[src/hdl/bus_trace_pkg.sv]
// Notes on behaviour
// Comparator bytes reset to zero, always readable, writes ignored while armed.
// FIFO high byte is read-only; reads zero in event-only modes.
// High-byte read never moves the FIFO; low-byte read advances it.
// Event-only modes store 8-bit data in the low half; read low repeatedly.
// Low reads do not advance while armed; reader waits for run end.
// Unarmed low read stores last fetched opcode address into last slot.
// Control register readable and writable at any time.
// Module enable refuses to set while secure; zero disables.
// Arm write sets arm and flag; run end or clearing arm/enable stops it.
// Tag select picks tag (1) or force (0) break; inert without break enable.
// End trace breaks at trigger; begin trace breaks when FIFO fills.
// Comparator A direction qualifier: 1 reads only, 0 writes only, if enabled.
// Comparator B direction qualifier: 1 reads only, 0 writes only, if enabled.
// Trigger register writable only unarmed; bits 4 and 5 read zero.
// Execution qualify set: match counts only when opcode there is executed.
// Begin select 1 starts storing at trigger; 0 fills circularly until trigger, except in event-only modes, which always begin trace.
// Mode codes 0000..0110 as listed; 1001..1111 never trigger.
// Mode 0111 inside A..B inclusive; 1000 below A or above B.
// Match flags clear at run start, set on match since arming.
// Armed flag mirrors arm bit; clears on full (begin) or trigger (end).
// Valid count clears at run start, 0..8, never decrements on reads.
// Break without background permit becomes a software interrupt request.
// Nine register bytes sit in the normal memory map.
// FIFO eight words of 16 bits; end trace keeps latest eight.
// Data modes compare comparator B with data of the access matching A.
package bus_trace_pkg;
    localparam logic [3:0] OFS_CMP_A_HIGH = 4'h0;
    localparam logic [3:0] OFS_CMP_A_LOW = 4'h1;
    localparam logic [3:0] OFS_CMP_B_HIGH = 4'h2;
    localparam logic [3:0] OFS_CMP_B_LOW = 4'h3;
    localparam logic [3:0] OFS_FIFO_HIGH = 4'h4;
    localparam logic [3:0] OFS_FIFO_LOW = 4'h5;
    localparam logic [3:0] OFS_CONTROL = 4'h6;
    localparam logic [3:0] OFS_TRIGGER = 4'h7;
    localparam logic [3:0] OFS_STATUS = 4'h8;
    localparam logic [7:0] CMP_RESET = 8'h00;
    localparam logic [7:0] CONTROL_RESET = 8'h00;
    localparam logic [7:0] TRIGGER_RESET = 8'h00;
    localparam logic [3:0] CNT_FULL = 4'h8;
    localparam logic [3:0] MODE_A_ONLY = 4'h0;
    localparam logic [3:0] MODE_A_OR_B = 4'h1;
    localparam logic [3:0] MODE_A_THEN_B = 4'h2;
    localparam logic [3:0] MODE_EVENT_B = 4'h3;
    localparam logic [3:0] MODE_A_THEN_EVENT_B = 4'h4;
    localparam logic [3:0] MODE_A_AND_B_DATA = 4'h5;
    localparam logic [3:0] MODE_A_NOT_B_DATA = 4'h6;
    localparam logic [3:0] MODE_INSIDE = 4'h7;
    localparam logic [3:0] MODE_OUTSIDE = 4'h8;
    typedef struct packed {
        logic module_enable;
        logic arm;
        logic tag_select;
        logic break_request_enable;
        logic cmp_a_dir_value;
        logic cmp_a_dir_qualify;
        logic cmp_b_dir_value;
        logic cmp_b_dir_qualify;
    } control_t;
    typedef struct packed {
        logic execution_qualify;
        logic begin_select;
        logic [1:0] zero_bits;
        logic [3:0] trigger_mode_field;
    } trigger_t;
    typedef struct packed {
        logic match_a_flag;
        logic match_b_flag;
        logic run_active_flag;
        logic zero_bit;
        logic [3:0] valid_word_count;
    } status_t;
endpackage

[src/hdl/bus_trace_trigger_debug.sv]
`default_nettype none
module bus_trace_trigger_debug
    import bus_trace_pkg::*;
#(
    parameter int DEPTH = 8,
    parameter int WIDTH = 16
) (
    input wire logic i_ref_clk,
    input wire logic i_nrst,
    input wire logic i_reg_sel,
    input wire logic [3:0] i_reg_addr,
    input wire logic i_reg_wr,
    input wire logic i_reg_rd,
    input wire logic [7:0] i_reg_wdata,
    output logic [7:0] o_reg_rdata,
    input wire logic i_bus_valid,
    input wire logic [15:0] i_bus_addr,
    input wire logic [7:0] i_bus_data,
    input wire logic i_bus_rd,
    input wire logic i_fetch,
    input wire logic i_exec_valid,
    input wire logic [15:0] i_exec_addr,
    input wire logic i_secure,
    input wire logic i_background_permit,
    output logic o_break_req,
    output logic o_break_tag,
    output logic o_break_swi
);
    control_t ctrl_q;
    trigger_t trig_q;
    logic [15:0] cmp_a_q, cmp_b_q, last_fetch_q;
    logic [WIDTH-1:0] mem_q [DEPTH];
    logic [3:0] cnt_q;
    logic af_q, bf_q, started_q;
    logic wr_any, rd_low, run_start, run_end;
    logic event_only, begin_trace, ev, ev_rd;
    logic [15:0] ev_addr;
    logic ma, mb, data_b, trig, store, fills;
    logic [WIDTH-1:0] store_word;
    control_t wctrl;

    assign wr_any = i_reg_sel & i_reg_wr;
    assign rd_low = i_reg_sel & i_reg_rd & (i_reg_addr == OFS_FIFO_LOW);
    assign wctrl = control_t'(i_reg_wdata);
    assign run_start = wr_any & (i_reg_addr == OFS_CONTROL) & wctrl.arm & ~ctrl_q.arm
        & (ctrl_q.module_enable | ~i_secure) & wctrl.module_enable;

    // Comparator value registers, frozen while a run is active
    always_ff @(posedge i_ref_clk) begin
        if (!i_nrst) begin
            cmp_a_q <= {CMP_RESET, CMP_RESET};
            cmp_b_q <= {CMP_RESET, CMP_RESET};
        end else if (wr_any && !ctrl_q.arm) begin
            if (i_reg_addr == OFS_CMP_A_HIGH) cmp_a_q[15:8] <= i_reg_wdata;
            if (i_reg_addr == OFS_CMP_A_LOW) cmp_a_q[7:0] <= i_reg_wdata;
            if (i_reg_addr == OFS_CMP_B_HIGH) cmp_b_q[15:8] <= i_reg_wdata;
            if (i_reg_addr == OFS_CMP_B_LOW) cmp_b_q[7:0] <= i_reg_wdata;
        end
    end

    // Control register; arm falls on run completion or when enable drops
    always_ff @(posedge i_ref_clk) begin
        if (!i_nrst) begin
            ctrl_q <= control_t'(CONTROL_RESET);
        end else if (wr_any && i_reg_addr == OFS_CONTROL) begin
            ctrl_q <= wctrl;
            ctrl_q.module_enable <= wctrl.module_enable & (ctrl_q.module_enable | ~i_secure);
            ctrl_q.arm <= wctrl.arm & wctrl.module_enable & (ctrl_q.module_enable | ~i_secure);
        end else if (run_end) begin
            ctrl_q.arm <= 1'b0;
        end
    end

    // Trigger register; a write during a run would corrupt the sequence
    always_ff @(posedge i_ref_clk) begin
        if (!i_nrst) begin
            trig_q <= trigger_t'(TRIGGER_RESET);
        end else if (wr_any && i_reg_addr == OFS_TRIGGER && !ctrl_q.arm) begin
            trig_q <= trigger_t'(i_reg_wdata);
            trig_q.zero_bits <= 2'b00;
        end
    end

    assign event_only = (trig_q.trigger_mode_field == MODE_EVENT_B)
        | (trig_q.trigger_mode_field == MODE_A_THEN_EVENT_B);
    assign begin_trace = trig_q.begin_select | event_only;
    assign ev = ctrl_q.arm & (trig_q.execution_qualify ? i_exec_valid : i_bus_valid);
    assign ev_addr = trig_q.execution_qualify ? i_exec_addr : i_bus_addr;
    assign ev_rd = trig_q.execution_qualify | i_bus_rd;
    assign ma = ev & (ev_addr == cmp_a_q)
        & (!ctrl_q.cmp_a_dir_qualify | (ctrl_q.cmp_a_dir_value == ev_rd));
    assign mb = ev & (ev_addr == cmp_b_q)
        & (!ctrl_q.cmp_b_dir_qualify | (ctrl_q.cmp_b_dir_value == ev_rd));
    assign data_b = ma & (i_bus_data == cmp_b_q[7:0]);

    always_comb begin
        trig = 1'b0;
        unique case (trig_q.trigger_mode_field)
            MODE_A_ONLY: trig = ma;
            MODE_A_OR_B: trig = ma | mb;
            MODE_A_THEN_B: trig = af_q & mb;
            MODE_EVENT_B: trig = mb;
            MODE_A_THEN_EVENT_B: trig = af_q & mb;
            MODE_A_AND_B_DATA: trig = data_b;
            MODE_A_NOT_B_DATA: trig = ma & ~data_b;
            MODE_INSIDE: trig = ev & (ev_addr >= cmp_a_q) & (ev_addr <= cmp_b_q);
            MODE_OUTSIDE: trig = ev & ((ev_addr < cmp_a_q) | (ev_addr > cmp_b_q));
            default: trig = 1'b0;
        endcase
    end

    // Event-only captures the bus byte; other modes log fetch addresses
    always_comb begin
        store = 1'b0;
        store_word = '0;
        if (event_only) begin
            store = trig;
            store_word = {{(WIDTH-8){1'b0}}, i_bus_data};
        end else begin
            store = ctrl_q.arm & i_fetch & (!begin_trace | started_q);
            store_word = WIDTH'(i_bus_addr);
        end
    end

    assign fills = store & (cnt_q == CNT_FULL - 4'h1);
    assign run_end = ctrl_q.arm & (begin_trace ? fills : trig);

    always_ff @(posedge i_ref_clk) begin
        if (!i_nrst) begin
            started_q <= 1'b0;
        end else if (run_start) begin
            started_q <= 1'b0;
        end else if (ctrl_q.arm && trig) begin
            started_q <= 1'b1;
        end
    end

    // Match flags: a match in the start cycle cannot occur, arm is still low
    always_ff @(posedge i_ref_clk) begin
        if (!i_nrst) begin
            af_q <= 1'b0;
            bf_q <= 1'b0;
        end else if (run_start) begin
            af_q <= 1'b0;
            bf_q <= 1'b0;
        end else begin
            if (ma) af_q <= 1'b1;
            if (mb || data_b) bf_q <= 1'b1;
        end
    end

    always_ff @(posedge i_ref_clk) begin
        if (!i_nrst) begin
            cnt_q <= 4'h0;
        end else if (run_start) begin
            cnt_q <= 4'h0;
        end else if (store && cnt_q != CNT_FULL) begin
            cnt_q <= cnt_q + 4'h1;
        end
    end

    // Shift FIFO: newest enters the last slot, reader sees slot zero
    always_ff @(posedge i_ref_clk) begin
        if (!i_nrst) begin
            for (int i = 0; i < DEPTH; i++) mem_q[i] <= '0;
        end else if (store || (rd_low && !ctrl_q.arm)) begin
            for (int i = 0; i < DEPTH - 1; i++) mem_q[i] <= mem_q[i+1];
            mem_q[DEPTH-1] <= store ? store_word : WIDTH'(last_fetch_q);
        end
    end

    always_ff @(posedge i_ref_clk) begin
        if (!i_nrst) begin
            last_fetch_q <= 16'h0000;
        end else if (i_fetch) begin
            last_fetch_q <= i_bus_addr;
        end
    end

    // Break request, one cycle, type captured with it
    always_ff @(posedge i_ref_clk) begin
        if (!i_nrst) begin
            o_break_req <= 1'b0;
            o_break_tag <= 1'b0;
            o_break_swi <= 1'b0;
        end else begin
            o_break_req <= run_end & ctrl_q.break_request_enable;
            if (run_end && ctrl_q.break_request_enable) begin
                o_break_tag <= ctrl_q.tag_select;
                o_break_swi <= ~i_background_permit;
            end
        end
    end

    // Register readback, one cycle after the read strobe
    always_ff @(posedge i_ref_clk) begin
        if (!i_nrst) begin
            o_reg_rdata <= 8'h00;
        end else if (i_reg_sel && i_reg_rd) begin
            unique case (i_reg_addr)
                OFS_CMP_A_HIGH: o_reg_rdata <= cmp_a_q[15:8];
                OFS_CMP_A_LOW: o_reg_rdata <= cmp_a_q[7:0];
                OFS_CMP_B_HIGH: o_reg_rdata <= cmp_b_q[15:8];
                OFS_CMP_B_LOW: o_reg_rdata <= cmp_b_q[7:0];
                OFS_FIFO_HIGH: o_reg_rdata <= event_only ? 8'h00 : mem_q[0][15:8];
                OFS_FIFO_LOW: o_reg_rdata <= mem_q[0][7:0];
                OFS_CONTROL: o_reg_rdata <= ctrl_q;
                OFS_TRIGGER: o_reg_rdata <= trig_q;
                OFS_STATUS: o_reg_rdata <= {af_q, bf_q, ctrl_q.arm, 1'b0, cnt_q};
                default: o_reg_rdata <= 8'h00;
            endcase
        end
    end

    a_cmp_freeze: assert property (@(posedge i_ref_clk) disable iff (!i_nrst)
        ctrl_q.arm |=> $stable(cmp_a_q) && $stable(cmp_b_q))
        else $error("comparator changed while armed");
    a_secure_block: assert property (@(posedge i_ref_clk) disable iff (!i_nrst)
        i_secure && !ctrl_q.module_enable |=> !ctrl_q.module_enable)
        else $error("enable set while secure");
    a_trig_freeze: assert property (@(posedge i_ref_clk) disable iff (!i_nrst)
        ctrl_q.arm |=> $stable(trig_q) && trig_q.zero_bits == 2'b00)
        else $error("trigger register changed while armed");
    a_fifo_hold: assert property (@(posedge i_ref_clk) disable iff (!i_nrst)
        ctrl_q.arm && !store |=> $stable(mem_q[0]))
        else $error("fifo moved while armed without capture");
    a_profile_store: assert property (@(posedge i_ref_clk) disable iff (!i_nrst)
        rd_low && !ctrl_q.arm |=> mem_q[DEPTH-1] == WIDTH'($past(last_fetch_q)))
        else $error("profile address not stored");
    a_cnt_range: assert property (@(posedge i_ref_clk) disable iff (!i_nrst)
        cnt_q <= CNT_FULL)
        else $error("valid count out of range");

    a_cnt_clear: assert property (@(posedge i_ref_clk) disable iff (!i_nrst)
        run_start |=> cnt_q == 4'h0)
        else $error("valid count not cleared at run start");

    // Reads must never pull the count down, the host tracks consumption
    a_cnt_hold: assert property (@(posedge i_ref_clk) disable iff (!i_nrst)
        !run_start && !store |=> $stable(cnt_q))
        else $error("valid count moved without capture");

    a_arm_start: assert property (@(posedge i_ref_clk) disable iff (!i_nrst)
        run_start |=> ctrl_q.arm)
        else $error("arm not set by arming write");

    a_arm_needs_en: assert property (@(posedge i_ref_clk) disable iff (!i_nrst)
        ctrl_q.arm |-> ctrl_q.module_enable)
        else $error("armed while module disabled");

    a_enable_drop: assert property (@(posedge i_ref_clk) disable iff (!i_nrst)
        wr_any && i_reg_addr == OFS_CONTROL && !wctrl.module_enable |=> !ctrl_q.module_enable && !ctrl_q.arm)
        else $error("disable write did not stop the run");

    a_idle_quiet: assert property (@(posedge i_ref_clk) disable iff (!i_nrst)
        !ctrl_q.arm |-> !ma && !mb && !trig)
        else $error("comparator active while not armed");

    a_store_stops: assert property (@(posedge i_ref_clk) disable iff (!i_nrst)
        !ctrl_q.arm |-> !store)
        else $error("capture while not armed");

    a_hi_no_shift: assert property (@(posedge i_ref_clk) disable iff (!i_nrst)
        i_reg_sel && i_reg_rd && i_reg_addr == OFS_FIFO_HIGH && !store |=> $stable(mem_q[0]))
        else $error("high byte read moved the fifo");

    a_low_shift: assert property (@(posedge i_ref_clk) disable iff (!i_nrst)
        rd_low && !ctrl_q.arm |=> mem_q[0] == $past(mem_q[1]))
        else $error("low byte read did not advance the fifo");

    a_event_zero_high: assert property (@(posedge i_ref_clk) disable iff (!i_nrst)
        i_reg_sel && i_reg_rd && i_reg_addr == OFS_FIFO_HIGH && event_only |=> o_reg_rdata == 8'h00)
        else $error("fifo high byte not zero in event mode");

    a_status_zero: assert property (@(posedge i_ref_clk) disable iff (!i_nrst)
        i_reg_sel && i_reg_rd && i_reg_addr == OFS_STATUS |=> o_reg_rdata[4] == 1'b0)
        else $error("status spare bit not zero");

    a_trig_zero_bits: assert property (@(posedge i_ref_clk) disable iff (!i_nrst)
        trig_q.zero_bits == 2'b00)
        else $error("trigger spare bits not zero");

    a_no_trig_code: assert property (@(posedge i_ref_clk) disable iff (!i_nrst)
        trig_q.trigger_mode_field > MODE_OUTSIDE |-> !trig)
        else $error("unused mode code produced a trigger");

    a_a_only: assert property (@(posedge i_ref_clk) disable iff (!i_nrst)
        trig_q.trigger_mode_field == MODE_A_ONLY |-> trig == ma)
        else $error("a-only mode trigger differs from match a");

    a_dir_a: assert property (@(posedge i_ref_clk) disable iff (!i_nrst)
        ctrl_q.cmp_a_dir_qualify && ma |-> ctrl_q.cmp_a_dir_value == ev_rd)
        else $error("comparator a matched wrong direction");

    a_dir_b: assert property (@(posedge i_ref_clk) disable iff (!i_nrst)
        ctrl_q.cmp_b_dir_qualify && mb |-> ctrl_q.cmp_b_dir_value == ev_rd)
        else $error("comparator b matched wrong direction");

    // Bus accesses alone must not trigger when execution qualifies
    a_exec_qual: assert property (@(posedge i_ref_clk) disable iff (!i_nrst)
        trig_q.execution_qualify && !i_exec_valid |-> !ma && !mb)
        else $error("match without execution");

    a_inside: assert property (@(posedge i_ref_clk) disable iff (!i_nrst)
        trig_q.trigger_mode_field == MODE_INSIDE && trig |-> ev_addr >= cmp_a_q && ev_addr <= cmp_b_q)
        else $error("inside range trigger out of range");

    a_begin_wait: assert property (@(posedge i_ref_clk) disable iff (!i_nrst)
        ctrl_q.arm && begin_trace && !event_only && !started_q |-> !store)
        else $error("begin trace stored before trigger");

    a_break_needs_en: assert property (@(posedge i_ref_clk) disable iff (!i_nrst)
        !ctrl_q.break_request_enable |=> !o_break_req)
        else $error("break without break enable");

    a_break_tag: assert property (@(posedge i_ref_clk) disable iff (!i_nrst)
        run_end && ctrl_q.break_request_enable |=> o_break_tag == $past(ctrl_q.tag_select))
        else $error("break type wrong");

    a_flag_sticky: assert property (@(posedge i_ref_clk) disable iff (!i_nrst)
        af_q && !run_start |=> af_q)
        else $error("match flag lost during run");

    a_data_b: assert property (@(posedge i_ref_clk) disable iff (!i_nrst)
        trig_q.trigger_mode_field == MODE_A_AND_B_DATA && trig |-> ma)
        else $error("data mode triggered without address a");

    a_begin_break: assert property (@(posedge i_ref_clk) disable iff (!i_nrst)
        ctrl_q.arm && begin_trace && fills && ctrl_q.break_request_enable |=> o_break_req && !ctrl_q.arm)
        else $error("begin trace break missing at full");
    a_end_break: assert property (@(posedge i_ref_clk) disable iff (!i_nrst)
        ctrl_q.arm && !begin_trace && trig |=> !ctrl_q.arm ##0 o_break_req == $past(ctrl_q.break_request_enable))
        else $error("end trace did not stop at trigger");
    a_flag_clear: assert property (@(posedge i_ref_clk) disable iff (!i_nrst)
        run_start |=> !af_q && !bf_q)
        else $error("match flags not cleared at run start");
    a_swi_kind: assert property (@(posedge i_ref_clk) disable iff (!i_nrst)
        run_end && ctrl_q.break_request_enable |=> o_break_swi == !$past(i_background_permit))
        else $error("break kind wrong");
    c_end_trace: cover property (@(posedge i_ref_clk) disable iff (!i_nrst)
        ctrl_q.arm && !begin_trace && trig);
    c_begin_full: cover property (@(posedge i_ref_clk) disable iff (!i_nrst)
        ctrl_q.arm && begin_trace && fills);
    c_event_store: cover property (@(posedge i_ref_clk) disable iff (!i_nrst)
        event_only && store);
    c_profile_read: cover property (@(posedge i_ref_clk) disable iff (!i_nrst)
        rd_low && !ctrl_q.arm);
    c_exec_trigger: cover property (@(posedge i_ref_clk) disable iff (!i_nrst)
        trig_q.execution_qualify && trig);
endmodule // bus_trace_trigger_debug
`default_nettype wire

[config.mk]
export PLATFORM = sky130hd
export DESIGN_NAME = bus_trace_trigger_debug
export DESIGN_NICKNAME = d
export VERILOG_FILES = /design/src/hdl/bus_trace_pkg.sv /design/src/hdl/bus_trace_trigger_debug.sv
export SDC_FILE = /design/constraint.sdc
export NUM_CORES = 1
export LEC_CHECK = 0
export BUFFER_PORTS_ARGS = -buffer_cell sky130_fd_sc_hd__buf_2
export CELL_PAD_IN_SITES_DETAIL_PLACEMENT = 2
export CELL_PAD_IN_SITES_GLOBAL_PLACEMENT = 2
export CORE_ASPECT_RATIO = 0.5
export CORE_MARGIN = 2
export CORE_UTILIZATION = 42
export CTS_BUF_LIST = sky130_fd_sc_hd__clkbuf_4
export DETAILED_ROUTE_END_ITERATION = 10
export HOLD_SLACK_MARGIN = 0.12
export PLACE_DENSITY = 0.84
export SYNTH_ARGS = -nofsm -noshare
export SYNTH_HDL_FRONTEND = slang
export SYNTH_SLANG_ARGS = --single-unit
[constraint.sdc]
create_clock -name i_ref_clk -period 9.2 [get_ports i_ref_clk]
set_input_delay 1.38 -clock i_ref_clk [delete_from_list [all_inputs] [get_ports i_ref_clk]]
set_output_delay 1.38 -clock i_ref_clk [all_outputs]
set_load 0.03 [all_outputs]
Word level (Yosys, flattened, before mapping)
Memories as Yosys holds them, arrays and structs flattened.
Index checks and enable logic that the tools add are counted.
- flip-flop bits (word level): 80
- memory bits (writable): 128
- input bits: 63
- output and inout bits: 11
- word-level logic and storage cells: 149
- memories: 1
- add/subtract/negate cells: 1
- $lt $le $gt $ge: 4
- equal/unequal tests: 23
- muxes and demuxes: 23
- bitwise operators: 49
- reduce and logical (&&, ||, !) cells: 24
- memory list (name ; words ; bits a word ; rd ports ; clocked after memory_dff ; write ports ; line ; source):
    mem_q ; 8 ; 16 ; 8 ; 0 ; 8 ; bus_trace_trigger_debug.sv:32 ; logic [WIDTH-1:0] mem_q [DEPTH];
- operators by type and width (kind ; count):
    $mux W16 ; 11
    $pmux W8 S9 ; 1
    $eq A4 B3 Y1 const B ; 9
    $eq A16 B16 Y1 ; 2
    $and A1 B1 Y1 ; 27
    $or A1 B1 Y1 ; 17
    $eq A4 B2 Y1 const B ; 4
    $ge A16 B16 Y1 ; 1
    $gt A16 B16 Y1 ; 1
    $le A16 B16 Y1 ; 1
    $lt A16 B16 Y1 ; 1
    $logic_and A1 B1 Y1 ; 9
    $mux W1 ; 9
    $eq A4 B1 Y1 const B ; 2
    $eq A4 B4 Y1 const B ; 2
    $eq A8 B8 Y1 ; 1
    $logic_not A4 Y1 ; 2
    $mux W8 ; 1
    $pmux W1 S8 ; 1
    $reduce_and A2 Y1 ; 4
    $not A1 Y1 ; 5
    $add A4 B1 Y4 const B ; 1
    $logic_not A1 Y1 ; 4
    $ne A4 B4 Y1 const B ; 1
    other kinds (4) ; 7

Depth between registers and ports, before layout
- depth after elaboration: 14
- mapped depth: 14
- depth with buffers taken out: 10

Least setup slack after synthesis
Ideal clock, no wire load.
- path type: input to register
- start: input i_exec_addr[14]
- end: memory mem_q[0][0] (enable)
- setup time: 0.494 ns
- data arrival time: 6.538 ns
- required time: 8.706 ns
- path slack: 2.168 ns
- stages on the path: 10
- path buffers: 1
- path through: mux2_2 -> ha_1 -> nand4_2 -> or4_4 -> o211ai_2 -> or4b_4 -> a31oi_4 -> nand2b_1 -> buf_2 -> or3_1
- RTL lines (what ; line ; source):
    start: declaration ; bus_trace_trigger_debug.sv:22 ; input wire logic [15:0] i_exec_addr,
    end: declaration ; bus_trace_trigger_debug.sv:32 ;

==> flow_metrics.env <==
export IMPL_finalNetCount=1045
export IMPL_synth_cell_type_count=66
export IMPL_final_max_slew_violation_count=0
export IMPL_total_leakage_power_nw=4.14
export IMPL_netlist_instances=859
export IMPL_via_per_inst=5.52
export IMPL_cts_num_sinks=208
export IMPL_clock_path_buffers=3
export IMPL_crit_path_start_kind="flop"
export IMPL_num_io_pins=74
export IMPL_clock_skew_final_ns=0.0397
export IMPL_unrepaired_setup_endpoints_after_global_routing="no"
export IMPL_clock_latency_of_the_later_clocked_register_in_the_worst_skew_pair_ns=0.72
export IMPL_area_occupied_by_registers_um2=5450
export IMPL_floorplan_die_area_um2=24800
export IMPL_detailedRoute_firstPassIterationCount=5
export IMPL_postRouteWirelength_um=32900
export IMPL_max_slew_margin_pct=25.7
export IMPL_setup_viol_count_final=0
export IMPL_cts_tree="yes"
export IMPL_clk_pin_slew_worst_paths_ns=0.07
export IMPL_synthesis_area_um2=9860
export IMPL_grt_antenna_before_repair=4
export IMPL_fraction_of_registers_with_async_set_or_reset_after_synthesis_pct=0
export IMPL_cts_made_buffers=50
export IMPL_yosys_warnings=0
export IMPL_maxClockFrequency_ghz=0.167
export IMPL_route_detailed_drc=0
export IMPL_cts_hold_fix_buffers=0
export IMPL_floorplan_initialDensity_pct=43.0
export IMPL_final_period_util_pct=65.2
export IMPL_area_growth_syn_to_layout_pct=12.6
export IMPL_design_core_area_um2=22900
export IMPL_tightestPinTransition_ns=1.11
export IMPL_synthFlopType="sky130_fd_sc_hd__edfxtp_1"
export IMPL_layout_drive_gt1_share_pct=19.6
export IMPL_gr_usage_met3_pct=6.99
export IMPL_gr_usage_all_layers_pct=27.6
export IMPL_cts_htree_levels=2
export IMPL_fin_tns_setup_ns=0
export IMPL_vias_post_dr=7142
export IMPL_port_buffers=73
export IMPL_hpwl_um=23400
export IMPL_grt_pass1_wl_um=49900
export IMPL_maxCapViolCount=0
export IMPL_top_usage_layer="met2"
export IMPL_cts_resized_gates=0
export IMPL_required_time_of_the_worst_setup_path_ns=9.53
export IMPL_gr_usage_met1_pct=36.6
export IMPL_multi_input_comb_area_um2=4060
export IMPL_grt_remaining_overflow=0
export IMPL_synth_top_area_share_pct=39.0
export IMPL_vdd_drop_max_uv=65.2
export IMPL_synthDominantAreaCellType="sky130_fd_sc_hd__edfxtp_1"
export IMPL_yosysSeqAreaShare_pct=55.2
export IMPL_die_width_um=221
export IMPL_globalplace_congestion=0.928
export IMPL_critPathMaxFanout=74
export IMPL_detail_route_antenna_nets=0
export IMPL_worst_path_arrival_time_ns=6.33
export IMPL_hp_class="reg -> reg"
export IMPL_cts_post_setup_buffers_inserted=0
export IMPL_synth_net_count=956
export IMPL_synth_top_cells_by_area="sky130_fd_sc_hd__edfxtp_1 39%, sky130_fd_sc_hd__dfxtp_1 16%, sky130_fd_sc_hd__mux2i_1 7.7%"
export IMPL_pin_count_of_the_biggest_net_entering_global_routing=97
export IMPL_period_minus_slack_ns=6.00
export IMPL_fp_dieH_um=112
export IMPL_core_rowCount=39
export IMPL_wl_per_cell_um=25.4
export IMPL_timing_final_hold_violations=0
export IMPL_timing_setup_critical_path_class="reg -> reg"
export IMPL_grtUsageMet2_pct=44.0
export IMPL_n_fill_cell=2335
export IMPL_ys_seq_elements=208
export IMPL_first_global_vias=7993
export IMPL_count_of_flip_flops_with_a_built_in_enable_after_synthesis=128
export IMPL_post_route_util_pct=48.4
export IMPL_p_per_area_nw_per_um2=178
export IMPL_syn_mean_instance_area_um2=11.5
export IMPL_drtIter0Drc=529
export IMPL_end_kind="flop"
export IMPL_run_status="complete, no violations"
export IMPL_clk_root_buffer_cell="sky130_fd_sc_hd__clkbuf_4"
synth_stat cells, types with 3 or more instances:
cell type / count
sky130_fd_sc_hd__buf_2: 4
sky130_fd_sc_hd__clkbuf_1: 20
sky130_fd_sc_hd__nand2b_1: 7
sky130_fd_sc_hd__a21oi_1: 28
sky130_fd_sc_hd__nor3_1: 5
sky130_fd_sc_hd__mux2i_1: 76
sky130_fd_sc_hd__nor2b_1: 5
sky130_fd_sc_hd__nand3_1: 6
sky130_fd_sc_hd__a211oi_1: 3
sky130_fd_sc_hd__ha_1: 34
sky130_fd_sc_hd__nand2_1: 34
sky130_fd_sc_hd__and3_1: 9
sky130_fd_sc_hd__inv_1: 41
sky130_fd_sc_hd__xnor2_1: 9
sky130_fd_sc_hd__mux4_2: 3
sky130_fd_sc_hd__dfxtp_1: 80
sky130_fd_sc_hd__a221o_1: 9
sky130_fd_sc_hd__mux2_2: 19
sky130_fd_sc_hd__nor2_1: 101
sky130_fd_sc_hd__and2_1: 115
sky130_fd_sc_hd__edfxtp_1: 128
sky130_fd_sc_hd__buf_6: 5
sky130_fd_sc_hd__nor4_1: 4
sky130_fd_sc_hd__nand4_1: 11
sky130_fd_sc_hd__o21ai_0: 20
sky130_fd_sc_hd__clkbuf_2: 5
sky130_fd_sc_hd__o22ai_1: 4
sky130_fd_sc_hd__or3_1: 4
sky130_fd_sc_hd__a22oi_1: 19
sky130_fd_sc_hd__buf_1: 6
area by class of cell:
type | instances | share of cell area (%)
inverters | 42 | 1.42
repair buffers | 77 | 3.56
clock buffers | 76 | 5.14
multi-input cells | 569 | 36.6
diodes | 2 | 0.0451
clock inverters | 13 | 0.710
flip-flops and latches | 208 | 49.1
well taps | 307 | 3.46
power by group:
part / internal (mW) / total (mW) / switching (mW)
Clock: 0.404 / 0.810 / 0.407
Sequential: 1.02 / 1.04 / 0.0160
Combinational: 0.0431 / 0.129 / 0.0861
Total: 1.47 / 1.98 / 0.509
per-stage QoR:
stage | hold WS [ns] | power, mW | std cells | setup WS, ns | area (um2)
after floorplan | 0.441 | 1.12 | 859 | 2.17 | 9860
after global placement | 0.440 | 1.17 | 1203 | 3.31 | 10400
after detailed placement | 0.457 | 1.18 | 1203 | 2.96 | 10400
after CTS | 0.466 | 1.99 | 1292 | 3.24 | 11100
after global routing | 0.488 | 2.05 | 1293 | 2.81 | 11100
final | 0.463 | 1.98 | 1294 | 3.20 | 11100
cell families (layout without fill, tap and decap cells):
| logic type | Yosys count | in the layout | synth area share [%] |
|---|---|---|---|
| AND/OR/NAND/NOR | 313 | 313 | 16.8 |
| AO/OA/AOI/OAI | 115 | 115 | 8.71 |
| flip-flops | 208 | 208 | 55.2 |
| XOR/XNOR | 9 | 9 | 0.800 |
| buffers and inverters | 82 | 208 | 3.62 |
| multiplexers | 98 | 98 | 10.6 |
| adder cells (fa/ha/maj) | 34 | 34 | 4.32 |
| other | 0 | 2 | 0 |
path summary, 6_finish.rpt:
path                     to            from  slack [ns]  depth (start not counted)
min reg2reg  o_reg_rdata[4]  o_reg_rdata[4]        0.46                          2
max reg2reg    mem_q[0][42]       trig_q[7]        3.20                         10
min          o_reg_rdata[4]  o_reg_rdata[4]        0.46                          2
max            mem_q[0][42]       trig_q[7]        3.20                         10
worst max-delay path, stage by stage (launching register included):
cell and delay [ns]:
sky130_fd_sc_hd__dfxtp_1 1.05, sky130_fd_sc_hd__mux2_2 0.46, sky130_fd_sc_hd__ha_1 0.32, sky130_fd_sc_hd__nand4_1 0.18, sky130_fd_sc_hd__nor4_1 0.60, sky130_fd_sc_hd__a31oi_1 0.18
sky130_fd_sc_hd__or4b_4 0.63, sky130_fd_sc_hd__a31oi_4 0.19, sky130_fd_sc_hd__nand2b_1 0.32, sky130_fd_sc_hd__or3_4 0.86, sky130_fd_sc_hd__buf_4 0.74
registers in the layout, indices dropped and copies added, names as in the netlist, 4 cells and up:
name,cells
trig_q,6
cnt_q,4
last_fetch_q,16
cmp_a_q,16
cmp_b_q,16
o_reg_rdata,8
mem_q,128
ctrl_q,8
layout by cell type, fill, tap and decap left out, types with 20 or more instances in the layout:
cell type                  synthesis  layout
sky130_fd_sc_hd__a21oi_1          28      28
sky130_fd_sc_hd__and2_1          115     115
sky130_fd_sc_hd__buf_2             4      73
sky130_fd_sc_hd__clkbuf_4          0      76
sky130_fd_sc_hd__dfxtp_1          80      80
sky130_fd_sc_hd__edfxtp_1        128     128
sky130_fd_sc_hd__ha_1             34      34
sky130_fd_sc_hd__inv_1            41      41
sky130_fd_sc_hd__mux2i_1          76      76
sky130_fd_sc_hd__nand2_1          34      34
sky130_fd_sc_hd__nor2_1          101     101
sky130_fd_sc_hd__o21ai_0          20      20
layer usage:
metal	up-vias	part of all wire, %	wire length [um]
li1	3294	-	-
met1	3596	44	14500
met2	188	47	15400
met3	64	6.2	2030
met4	0	2.9	965
met5	-	0	0
Power figures use the tool's default switching activity.
